<file path="src/rtl/spc_map.svh">
/*
 * register indices, reset values, scaling and timing constants of the current loop block.
 * assumes inclusion by bare name from the rtl folder.
 */
`ifndef SPC_MAP_SVH
`define SPC_MAP_SVH

// parameter indices on the terminal port
`define SPC_IDX_CUR_KP      4'h0
`define SPC_IDX_CUR_KI      4'h1
`define SPC_IDX_CUR_SHIFT   4'h2
`define SPC_IDX_LIM_POS     4'h3
`define SPC_IDX_LIM_NEG     4'h4
`define SPC_IDX_MOD_QUERY   4'h5
`define SPC_IDX_VEL_KP      4'h6
`define SPC_IDX_VEL_KI      4'h7
`define SPC_IDX_POS_FULL    4'h8
`define SPC_IDX_POS_UNIT    4'h9
`define SPC_IDX_CMD_VOLT    4'hA

// reset values
`define SPC_RST_GAIN        16'sh0000
`define SPC_RST_SHIFT       3'h0
`define SPC_RST_LIMIT       16'sh0000
`define SPC_RST_POS_FULL    16'sh0000
`define SPC_RST_ZERO16      16'h0000

// gain code 32767 is just below unity, so products drop 15 fraction bits
`define SPC_GAIN_FRAC       15
// numerical limit of the modulating signal, reported on query
`define SPC_MOD_LIMIT       16'sh0282
`define SPC_MOD_LIMIT_NEG   16'shFD7E
// the velocity output spans the signed range except -32768
`define SPC_VEL_LIM_POS     16'sh7FFF
`define SPC_VEL_LIM_NEG     16'sh8001
`define SPC_VEL_SHIFT       3'h0

`endif

</file>
<file path="src/rtl/spc_pkg.sv">
/*
 * types shared by the current loop block and its pi core.
 * assumes spc_map.svh is compiled before any user of these types.
 */
package spc_pkg;

    typedef struct packed {
        logic signed [15:0] kp;
        logic signed [15:0] ki;
        logic        [2:0]  shift;
    } spc_gain_t;

    typedef struct packed {
        logic signed [15:0] hi;
        logic signed [15:0] lo;
    } spc_limit_t;

    typedef enum logic [1:0] {
        SPC_UNIT_DEG,
        SPC_UNIT_REV,
        SPC_UNIT_RAD
    } spc_unit_t;

    typedef enum logic {
        SPC_CARRIER_UP,
        SPC_CARRIER_DOWN
    } spc_carrier_t;

endpackage : spc_pkg

</file>
<file path="src/rtl/spc_servo_pi.sv">
/*
 * current and velocity pi loops, limit clamp, pwm modulator, parameter port and
 * analog position command scaling of a brushless servo drive.
 * assumes a single 250 MHz clock, synchronous inputs, and a terminal front end that
 * turns typed parameter commands into single-cycle read and write strobes.
 */
// What this block does
// - current output is a proportional plus an integral term of the current error.
// - at shift zero, gain codes 0 to 32767 span 0 to 100 percent.
// - gain codes are signed and accept values down to -32768.
// - shift 0 to 7 multiplies both gains by two to that power.
// - commanded voltage is compared with a modulator carrier to make the pwm.
// - commanded voltage is clamped between programmable positive and negative limits.
// - limits beyond the modulator range are cut to the modulator's own limits.
// - a query returns the modulator's internal limit value.
// - velocity loop is also pi with its own proportional and integral gains.
// - analog command scales linearly to a position target in degrees, revs or radians.
`timescale 1ns/100ps
`include "spc_map.svh"

module spc_servo_pi
    import spc_pkg::*;
(
    input  wire logic               clock,
    input  wire logic               reset,
    input  wire logic [3:0]         param_index,
    input  wire logic [15:0]        param_wdata,
    input  wire logic               param_write,
    input  wire logic               param_read,
    output logic [15:0]             param_rdata_r,
    output logic                    param_rvalid_r,
    input  wire logic signed [15:0] current_error,
    input  wire logic signed [15:0] velocity_error,
    input  wire logic signed [15:0] analog_command,
    output logic signed [15:0]      commanded_voltage,
    output logic signed [15:0]      current_command,
    output logic                    pwm_out_r,
    output logic                    cycle_strobe_r,
    output logic signed [31:0]      position_target_r,
    output spc_unit_t               position_unit_r
);

    // parameter registers
    spc_gain_t          cur_gain_r;
    spc_gain_t          cur_gain_nxt;
    spc_gain_t          vel_gain_r;
    spc_gain_t          vel_gain_nxt;
    spc_limit_t         lim_r;
    spc_limit_t         lim_nxt;
    logic signed [15:0] pos_full_r;
    logic signed [15:0] pos_full_nxt;
    spc_unit_t          unit_nxt;
    logic [15:0]        rdata_nxt;

    always_comb
    begin
        cur_gain_nxt = cur_gain_r;
        vel_gain_nxt = vel_gain_r;
        lim_nxt      = lim_r;
        pos_full_nxt = pos_full_r;
        unit_nxt     = position_unit_r;
        if (param_write)
        begin
            unique case (param_index)
                `SPC_IDX_CUR_KP:    cur_gain_nxt.kp    = param_wdata;
                `SPC_IDX_CUR_KI:    cur_gain_nxt.ki    = param_wdata;
                `SPC_IDX_CUR_SHIFT: cur_gain_nxt.shift = param_wdata[2:0];
                `SPC_IDX_LIM_POS:   lim_nxt.hi         = param_wdata;
                `SPC_IDX_LIM_NEG:   lim_nxt.lo         = param_wdata;
                `SPC_IDX_VEL_KP:    vel_gain_nxt.kp    = param_wdata;
                `SPC_IDX_VEL_KI:    vel_gain_nxt.ki    = param_wdata;
                `SPC_IDX_POS_FULL:  pos_full_nxt       = param_wdata;
                `SPC_IDX_POS_UNIT:
                begin
                    // an unknown unit code is ignored so the target keeps a meaning
                    unique case (param_wdata[1:0])
                        2'h0:    unit_nxt = SPC_UNIT_DEG;
                        2'h1:    unit_nxt = SPC_UNIT_REV;
                        2'h2:    unit_nxt = SPC_UNIT_RAD;
                        default: unit_nxt = position_unit_r;
                    endcase
                end
                default:            ;
            endcase
        end
        rdata_nxt = param_rdata_r;
        if (param_read)
        begin
            unique case (param_index)
                `SPC_IDX_CUR_KP:    rdata_nxt = cur_gain_r.kp;
                `SPC_IDX_CUR_KI:    rdata_nxt = cur_gain_r.ki;
                `SPC_IDX_CUR_SHIFT: rdata_nxt = {13'h0000, cur_gain_r.shift};
                `SPC_IDX_LIM_POS:   rdata_nxt = lim_r.hi;
                `SPC_IDX_LIM_NEG:   rdata_nxt = lim_r.lo;
                `SPC_IDX_MOD_QUERY: rdata_nxt = `SPC_MOD_LIMIT;
                `SPC_IDX_VEL_KP:    rdata_nxt = vel_gain_r.kp;
                `SPC_IDX_VEL_KI:    rdata_nxt = vel_gain_r.ki;
                `SPC_IDX_POS_FULL:  rdata_nxt = pos_full_r;
                `SPC_IDX_POS_UNIT:  rdata_nxt = {14'h0000, position_unit_r};
                `SPC_IDX_CMD_VOLT:  rdata_nxt = commanded_voltage;
                default:            rdata_nxt = `SPC_RST_ZERO16;
            endcase
        end
    end

    always_ff @(posedge clock or posedge reset)
    begin
        if (reset)
        begin
            cur_gain_r      <= '{`SPC_RST_GAIN, `SPC_RST_GAIN, `SPC_RST_SHIFT};
            vel_gain_r      <= '{`SPC_RST_GAIN, `SPC_RST_GAIN, `SPC_VEL_SHIFT};
            lim_r           <= '{`SPC_RST_LIMIT, `SPC_RST_LIMIT};
            pos_full_r      <= `SPC_RST_POS_FULL;
            position_unit_r <= SPC_UNIT_DEG;
            param_rdata_r   <= `SPC_RST_ZERO16;
            param_rvalid_r  <= 1'b0;
        end
        else
        begin
            cur_gain_r      <= cur_gain_nxt;
            vel_gain_r      <= vel_gain_nxt;
            lim_r           <= lim_nxt;
            pos_full_r      <= pos_full_nxt;
            position_unit_r <= unit_nxt;
            param_rdata_r   <= rdata_nxt;
            param_rvalid_r  <= param_read;
        end
    end

    // effective clamp: programmed current limits cut to the modulator range; velocity limits fixed
    spc_limit_t cur_lim_w;
    spc_limit_t vel_lim_w;

    always_comb
    begin
        cur_lim_w.hi = (lim_r.hi > `SPC_MOD_LIMIT)     ? `SPC_MOD_LIMIT     : lim_r.hi;
        cur_lim_w.lo = (lim_r.lo < `SPC_MOD_LIMIT_NEG) ? `SPC_MOD_LIMIT_NEG : lim_r.lo;
        vel_lim_w.hi = `SPC_VEL_LIM_POS;
        vel_lim_w.lo = `SPC_VEL_LIM_NEG;
    end

    // triangle carrier; the control cycle fires once per carrier period at the valley
    spc_carrier_t       dir_r;
    spc_carrier_t       dir_nxt;
    logic signed [15:0] carrier_r;
    logic signed [15:0] carrier_nxt;
    logic               pwm_nxt;
    logic               strobe_nxt;

    always_comb
    begin
        dir_nxt     = dir_r;
        carrier_nxt = carrier_r;
        strobe_nxt  = 1'b0;
        unique case (dir_r)
            SPC_CARRIER_UP:
            begin
                if (carrier_r >= `SPC_MOD_LIMIT)
                begin
                    dir_nxt     = SPC_CARRIER_DOWN;
                    carrier_nxt = carrier_r - 16'sh0001;
                end
                else
                    carrier_nxt = carrier_r + 16'sh0001;
            end
            SPC_CARRIER_DOWN:
            begin
                if (carrier_r <= `SPC_MOD_LIMIT_NEG)
                begin
                    dir_nxt     = SPC_CARRIER_UP;
                    carrier_nxt = carrier_r + 16'sh0001;
                    strobe_nxt  = 1'b1;
                end
                else
                    carrier_nxt = carrier_r - 16'sh0001;
            end
        endcase
        // a clamp at the negative modulator limit gives full off; at the positive limit the pwm is low for one clock per period
        pwm_nxt = (commanded_voltage > carrier_r);
    end

    always_ff @(posedge clock or posedge reset)
    begin
        if (reset)
        begin
            dir_r          <= SPC_CARRIER_UP;
            carrier_r      <= `SPC_RST_LIMIT;
            pwm_out_r      <= 1'b0;
            cycle_strobe_r <= 1'b0;
        end
        else
        begin
            dir_r          <= dir_nxt;
            carrier_r      <= carrier_nxt;
            pwm_out_r      <= pwm_nxt;
            cycle_strobe_r <= strobe_nxt;
        end
    end

    // position target: full-scale analog command maps to the programmed target
    logic signed [31:0] target_nxt;

    always_comb
    begin
        target_nxt = (32'(analog_command) * 32'(pos_full_r)) >>> `SPC_GAIN_FRAC;
    end

    always_ff @(posedge clock or posedge reset)
    begin
        if (reset)
            position_target_r <= 32'sh0000_0000;
        else
            position_target_r <= target_nxt;
    end

    spc_pi_core u_current_loop (
        .clock (clock),
        .reset (reset),
        .step  (cycle_strobe_r),
        .error (current_error),
        .gain  (cur_gain_r),
        .limit (cur_lim_w),
        .out_r (commanded_voltage)
    );

    // same structure, its own gains, no shift
    spc_pi_core u_velocity_loop (
        .clock (clock),
        .reset (reset),
        .step  (cycle_strobe_r),
        .error (velocity_error),
        .gain  (vel_gain_r),
        .limit (vel_lim_w),
        .out_r (current_command)
    );

endmodule : spc_servo_pi

</file>
<file path="src/rtl/spc_pi_core.sv">
/*
 * one proportional-integral stage with power-of-two gain scaling and output clamp.
 * assumes step is a one-cycle pulse once per control cycle and limit.hi >= limit.lo.
 */
`timescale 1ns/100ps
`include "spc_map.svh"

module spc_pi_core
    import spc_pkg::*;
(
    input  wire logic               clock,
    input  wire logic               reset,
    input  wire logic               step,
    input  wire logic signed [15:0] error,
    input  wire spc_gain_t          gain,
    input  wire spc_limit_t         limit,
    output logic signed [15:0]      out_r
);

    logic signed [39:0] prop_w;
    logic signed [39:0] integ_w;
    logic signed [39:0] acc_sum_w;
    logic signed [15:0] acc_r;
    logic signed [15:0] acc_nxt;
    logic signed [15:0] out_nxt;

    function automatic logic signed [15:0] spc_sat(
        input logic signed [39:0] x,
        input logic signed [15:0] hi,
        input logic signed [15:0] lo
    );
        if (x > 40'(hi))
            return hi;
        else if (x < 40'(lo))
            return lo;
        else
            return x[15:0];
    endfunction : spc_sat

    always_comb
    begin
        // both terms work on the same error sample
        // negative codes are legal signed operands
        // shift multiplies both gains by 2**shift
        // code 32767 at shift 0 is near unity
        prop_w    = ((40'(error) * 40'(gain.kp)) <<< gain.shift) >>> `SPC_GAIN_FRAC;
        integ_w   = ((40'(error) * 40'(gain.ki)) <<< gain.shift) >>> `SPC_GAIN_FRAC;
        acc_sum_w = 40'(acc_r) + integ_w;
        acc_nxt   = acc_r;
        out_nxt   = out_r;
        if (step)
        begin
            // the accumulator saturates at the output limits, so no windup
            acc_nxt   = spc_sat(acc_sum_w, limit.hi, limit.lo);
            out_nxt   = spc_sat(prop_w + 40'(acc_nxt), limit.hi, limit.lo);
        end
    end

    always_ff @(posedge clock or posedge reset)
    begin
        if (reset)
        begin
            acc_r <= `SPC_RST_LIMIT;
            out_r <= `SPC_RST_LIMIT;
        end
        else
        begin
            acc_r <= acc_nxt;
            out_r <= out_nxt;
        end
    end

endmodule : spc_pi_core

</file>
<file path="config.mk">
export PLATFORM = sky130hd
export DESIGN_NAME = spc_servo_pi
export DESIGN_NICKNAME = d
export VERILOG_FILES = /design/src/rtl/spc_pkg.sv /design/src/rtl/spc_servo_pi.sv /design/src/rtl/spc_pi_core.sv
export VERILOG_INCLUDE_DIRS = /design/src /design/src/rtl
export SDC_FILE = /design/constraint.sdc
export NUM_CORES = 2
export LEC_CHECK = 0
export BUFFER_PORTS_ARGS = -buffer_cell sky130_fd_sc_hd__buf_2
export CELL_PAD_IN_SITES_DETAIL_PLACEMENT = 0
export CELL_PAD_IN_SITES_GLOBAL_PLACEMENT = 1
export CORE_MARGIN = 2
export CORE_UTILIZATION = 52
export DETAILED_ROUTE_END_ITERATION = 8
export PLACE_DENSITY_LB_ADDON = 0.3
export RECOVER_POWER = 25
export SYNTH_ARGS = -nofsm -noshare
export SYNTH_HDL_FRONTEND = slang
export SYNTH_SLANG_ARGS = --single-unit
</file>
<file path="constraint.sdc">
create_clock -name clock -period 17.4 [get_ports clock]
set_clock_uncertainty 0.2 [all_clocks]
set_input_delay 1.74 -clock clock [delete_from_list [all_inputs] [get_ports clock]]
set_output_delay 1.74 -clock clock [all_outputs]
set_load 0.005 [all_outputs]
</file>
==> results.txt <==
----------------------------------------------------
[STA]
  Final Hold Slack ... 280.3 ps
  Minimum period implied by the final worst setup slack ... between 15000 and 20000 ps
  Max Slew Vio Count ... just under 90
  Setup repair after global routing missed its margin ... false
  Worst Slack Setup Final ... a little over 700 ps
  Worst slew pin tran ... 4240 ps
  Final setup violation count ... 0
  Peak clock frequency supported by timing ... 0.05997 GHz
  Final Hold Fails ... 0
  Period Utilization, post-route ... 0.9584
  Headroom to the max-slew limit ... -1.842

[GRT]
  Antenna violations before repair ... 16
  Global-route usage over all layers ... 0.2852
  Global-route wire length before repair ... 291.6 mm
  Vias in the first global route ... 51.57k
  Pin count of the biggest net entering global routing ... between 80 and 90
  Total congestion overflow ... 0

[Clock tree]
  Clk_lat worst skew ... 620 ps
  Total clock buffers created by CTS ... 29
  Clock transition at the register clock pins on the worst setup and hold paths after CTS ... roughly 60 ps
  Number of sinks driven by the clock tree ... between 200 and 250
  CTS tree ... built
  CTS hold repair buffers ... 0
  Total number of H-tree levels ... 1
  Buffer type at the clock tree root ... clkbuf_16
  Buffer depth of the longest clock path ... 3

[Logic synthesis]
  Synthesized cell area ... between 60000 and 70000 um2
  Number of flip-flops and latches in the synthesized netlist ... between 200 and 250
  Library cells used by synthesis ... approximately 100
  Yosys warnings ... 0
  Synthesized netlist net count ... 9209
  Average cell area after synthesis ... 9.179 um2
  Commonest cells in the synthesized netlist ... inv_1, fa_1, nand2_1
  Post-synth top area cell ... fa_1
  Post-Syn Instances ... slightly above 7k
  Cell with the most instances after synthesis ... inv_1
  Leading cell types by total area after synthesis ... fa_1, ha_1, dfrtp_1
  Most used flip-flop cell after synthesis ... dfrtp_1
  Number of enable-type register cells in the synthesized netlist ... 0
  Async set-or-reset flop fraction in the synthesized netlist ... 1.000
  Seq/Total Area, Yosys ... 0.08828
  Synth top area share ... 0.3951

[Final layout]
  Post-layout nets ... around 9.2k
  Utilization of the core after routing ... 0.5502
  Fraction of final layout cells with drive strength greater than 1 ... 0.07701
  Non-filler instance count after layout ... 8889
  Area Growth Syn to Fin ... 5.370%

[Outcome]
  Result of the run ... finished, violations left
  Violated checks ... capacitance limit, slew limit

[Setup path]
  Crit-path max cell delay ... around 610 ps
  Crit start category ... input pin
  Data required time of the worst path ... roughly 18000 ps
  Setup slack of the worst register-to-register path ... roughly 1200 ps
  Worst R2R Path Depth ... 66
  Highest fanout seen on the critical path ... 21
  Reg-to-Reg Start ... cur_gain_r[6]
  Library cell contributing the largest single delay on the critical path ... fa_1
  Endpoint of the worst register-to-register path ... u_current_loop.out_r[1]
  Crit path top cell by count ... a21o_1
  Crit path DAT ... 16960 ps
  Type of element capturing the critical path ... flop
  Classification of the worst setup path ... in2reg

[Routing]
  DRC violations left ... 0
  Iteration-0 DRC Markers ... about 3.3k
  Final routed wirelength across all metal layers ... 182.5 mm
  Number of optimization iterations in the first detailed-route pass ... 6
  Vias post-DR ... slightly below 50k
  Routed wirelength normalized by instance count ... slightly above 20 um
  Remaining number of nets flagged by the antenna check after routing ... 0
  Vias per std cell ... about 5.6

[Placement]
  Number of instances in the placed design ... just under 9k
  Number of buffers inserted by port buffering ... between 150 and 200
  RePlAce Congestion ... ~0.9
  Detailed placer's ending HPWL ... 149.9 mm
  Worst slack, placed ... -122.9 ps

[Floorplan]
  Die Y ... ~360 um
  I/O pin cnt ... 157
  Die boundary width ... ~360 um
  Initial Util ... 0.5222
  Core Area ... 127000 um2
  Overall die area ... around 130000 um2
  Placement row count ... about 130

[Min path]
  Hold depth ... 1
  Critical hold path startpoint ... u_velocity_loop.out_r[12]
  Hold EP ... u_velocity_loop.out_r[12]
  Worst Hold Class ... reg2reg

[Run]
  Number of max-capacitance violations reported ... 1

----------------------------------------------------
## stage by stage
| step | TNS [ps] | instance area [um2] |
|---|---|---|
| detailed placement | -1505 | 68830 |
| global placement | 0 | 68830 |
| finish | 0 | 69890 |
| CTS | 0 | 69840 |
| global route | 0 | 69880 |
| floorplan | 0 | 66330 |
## area by class of cell
cell class	count	area, um2
Tap cell	1662	2079
Sequential cell	234	5861
Multi-Input combinational cell	5141	53510
Antenna cell	7	17.52
Clock buffer	40	807.0
Clock inverter	14	206.4
Inverter	1510	5669
Fill cell	11630	57140
Timing Repair Buffer	281	1747
## worst max-delay path: cells and delay by family
kind            cells  cell delay, ps
fa+ha+maj          11            4390
mux                 5            1080
compound gates     35            7210
simple gates        8            1420
buf+inv             7             890
xor+xnor            1             170
## worst max-delay path by stage
stage / slack [ps] / end / startpoint / cells past startpoint
floorplan: 870 / u_current_loop.out_r[2] / current_error[11] / 71
global placement: 180 / u_current_loop.out_r[15] / current_error[8] / 62
detailed placement: -120 / u_current_loop.out_r[1] / current_error[8] / 65
CTS: 470 / u_current_loop.out_r[14] / current_error[8] / 67
global route: 20 / u_current_loop.out_r[1] / current_error[8] / 72
finish: 720 / u_current_loop.out_r[1] / current_error[7] / 67
## timing repair
action                                  CTS  global route
resized for setup                         0            19
endpoints found under the setup margin    0            16
buffers inserted                          0             2
endpoints found under the hold margin     0             0
## state kept, by name, summed over array words and instances, names as in the netlist, 2 cells and up
signal	count
u_current_loop.out_r	16
position_target_r	17
u_velocity_loop.out_r	16
u_current_loop.acc_r	16
carrier_r	16
position_unit_r	2
lim_r	32
vel_gain_r	32
cur_gain_r	35
param_rdata_r	16
pos_full_r	16
u_velocity_loop.acc_r	16
## layer usage
metal / share of wire / track usage / vias up
li1: - / - / 22380
met1: 0.41 / 0.3832 / 25330
met2: 0.48 / 0.4752 / 1394
met3: 0.064 / 0.03996 / 305
met4: 0.041 / 0.09648 / 12
met5: 0.00044 / 0 / -
## cells by family after synthesis
group,share of synthesized area
AO/OA/AOI/OAI,0.08836
flip-flops,0.08828
AND/OR/NAND/NOR,0.1428
buffers and inverters,0.1060
adder cells (fa/ha/maj),0.5086
XOR/XNOR,0.02641
multiplexers,0.03950
## layout by cell type, fill, tap and decap left out, types with 118 or more instances in the layout
cell / Yosys / layout
fa_1: 1309 / 1309
xnor2_1: 152 / 152
nor2_1: 181 / 180
and2_1: 501 / 500
a21oi_1: 166 / 164
o21ai_0: 172 / 169
ha_1: 602 / 602
nand2_1: 871 / 871
buf_2: 6 / 154
buf_4: 16 / 118
mux2_2: 146 / 146
dfrtp_1: 234 / 230
inv_1: 1508 / 1507
Power is left out: the tool's default activity adds up to more than one toggle a clock period on the data nets, which glitch-free logic cannot reach.
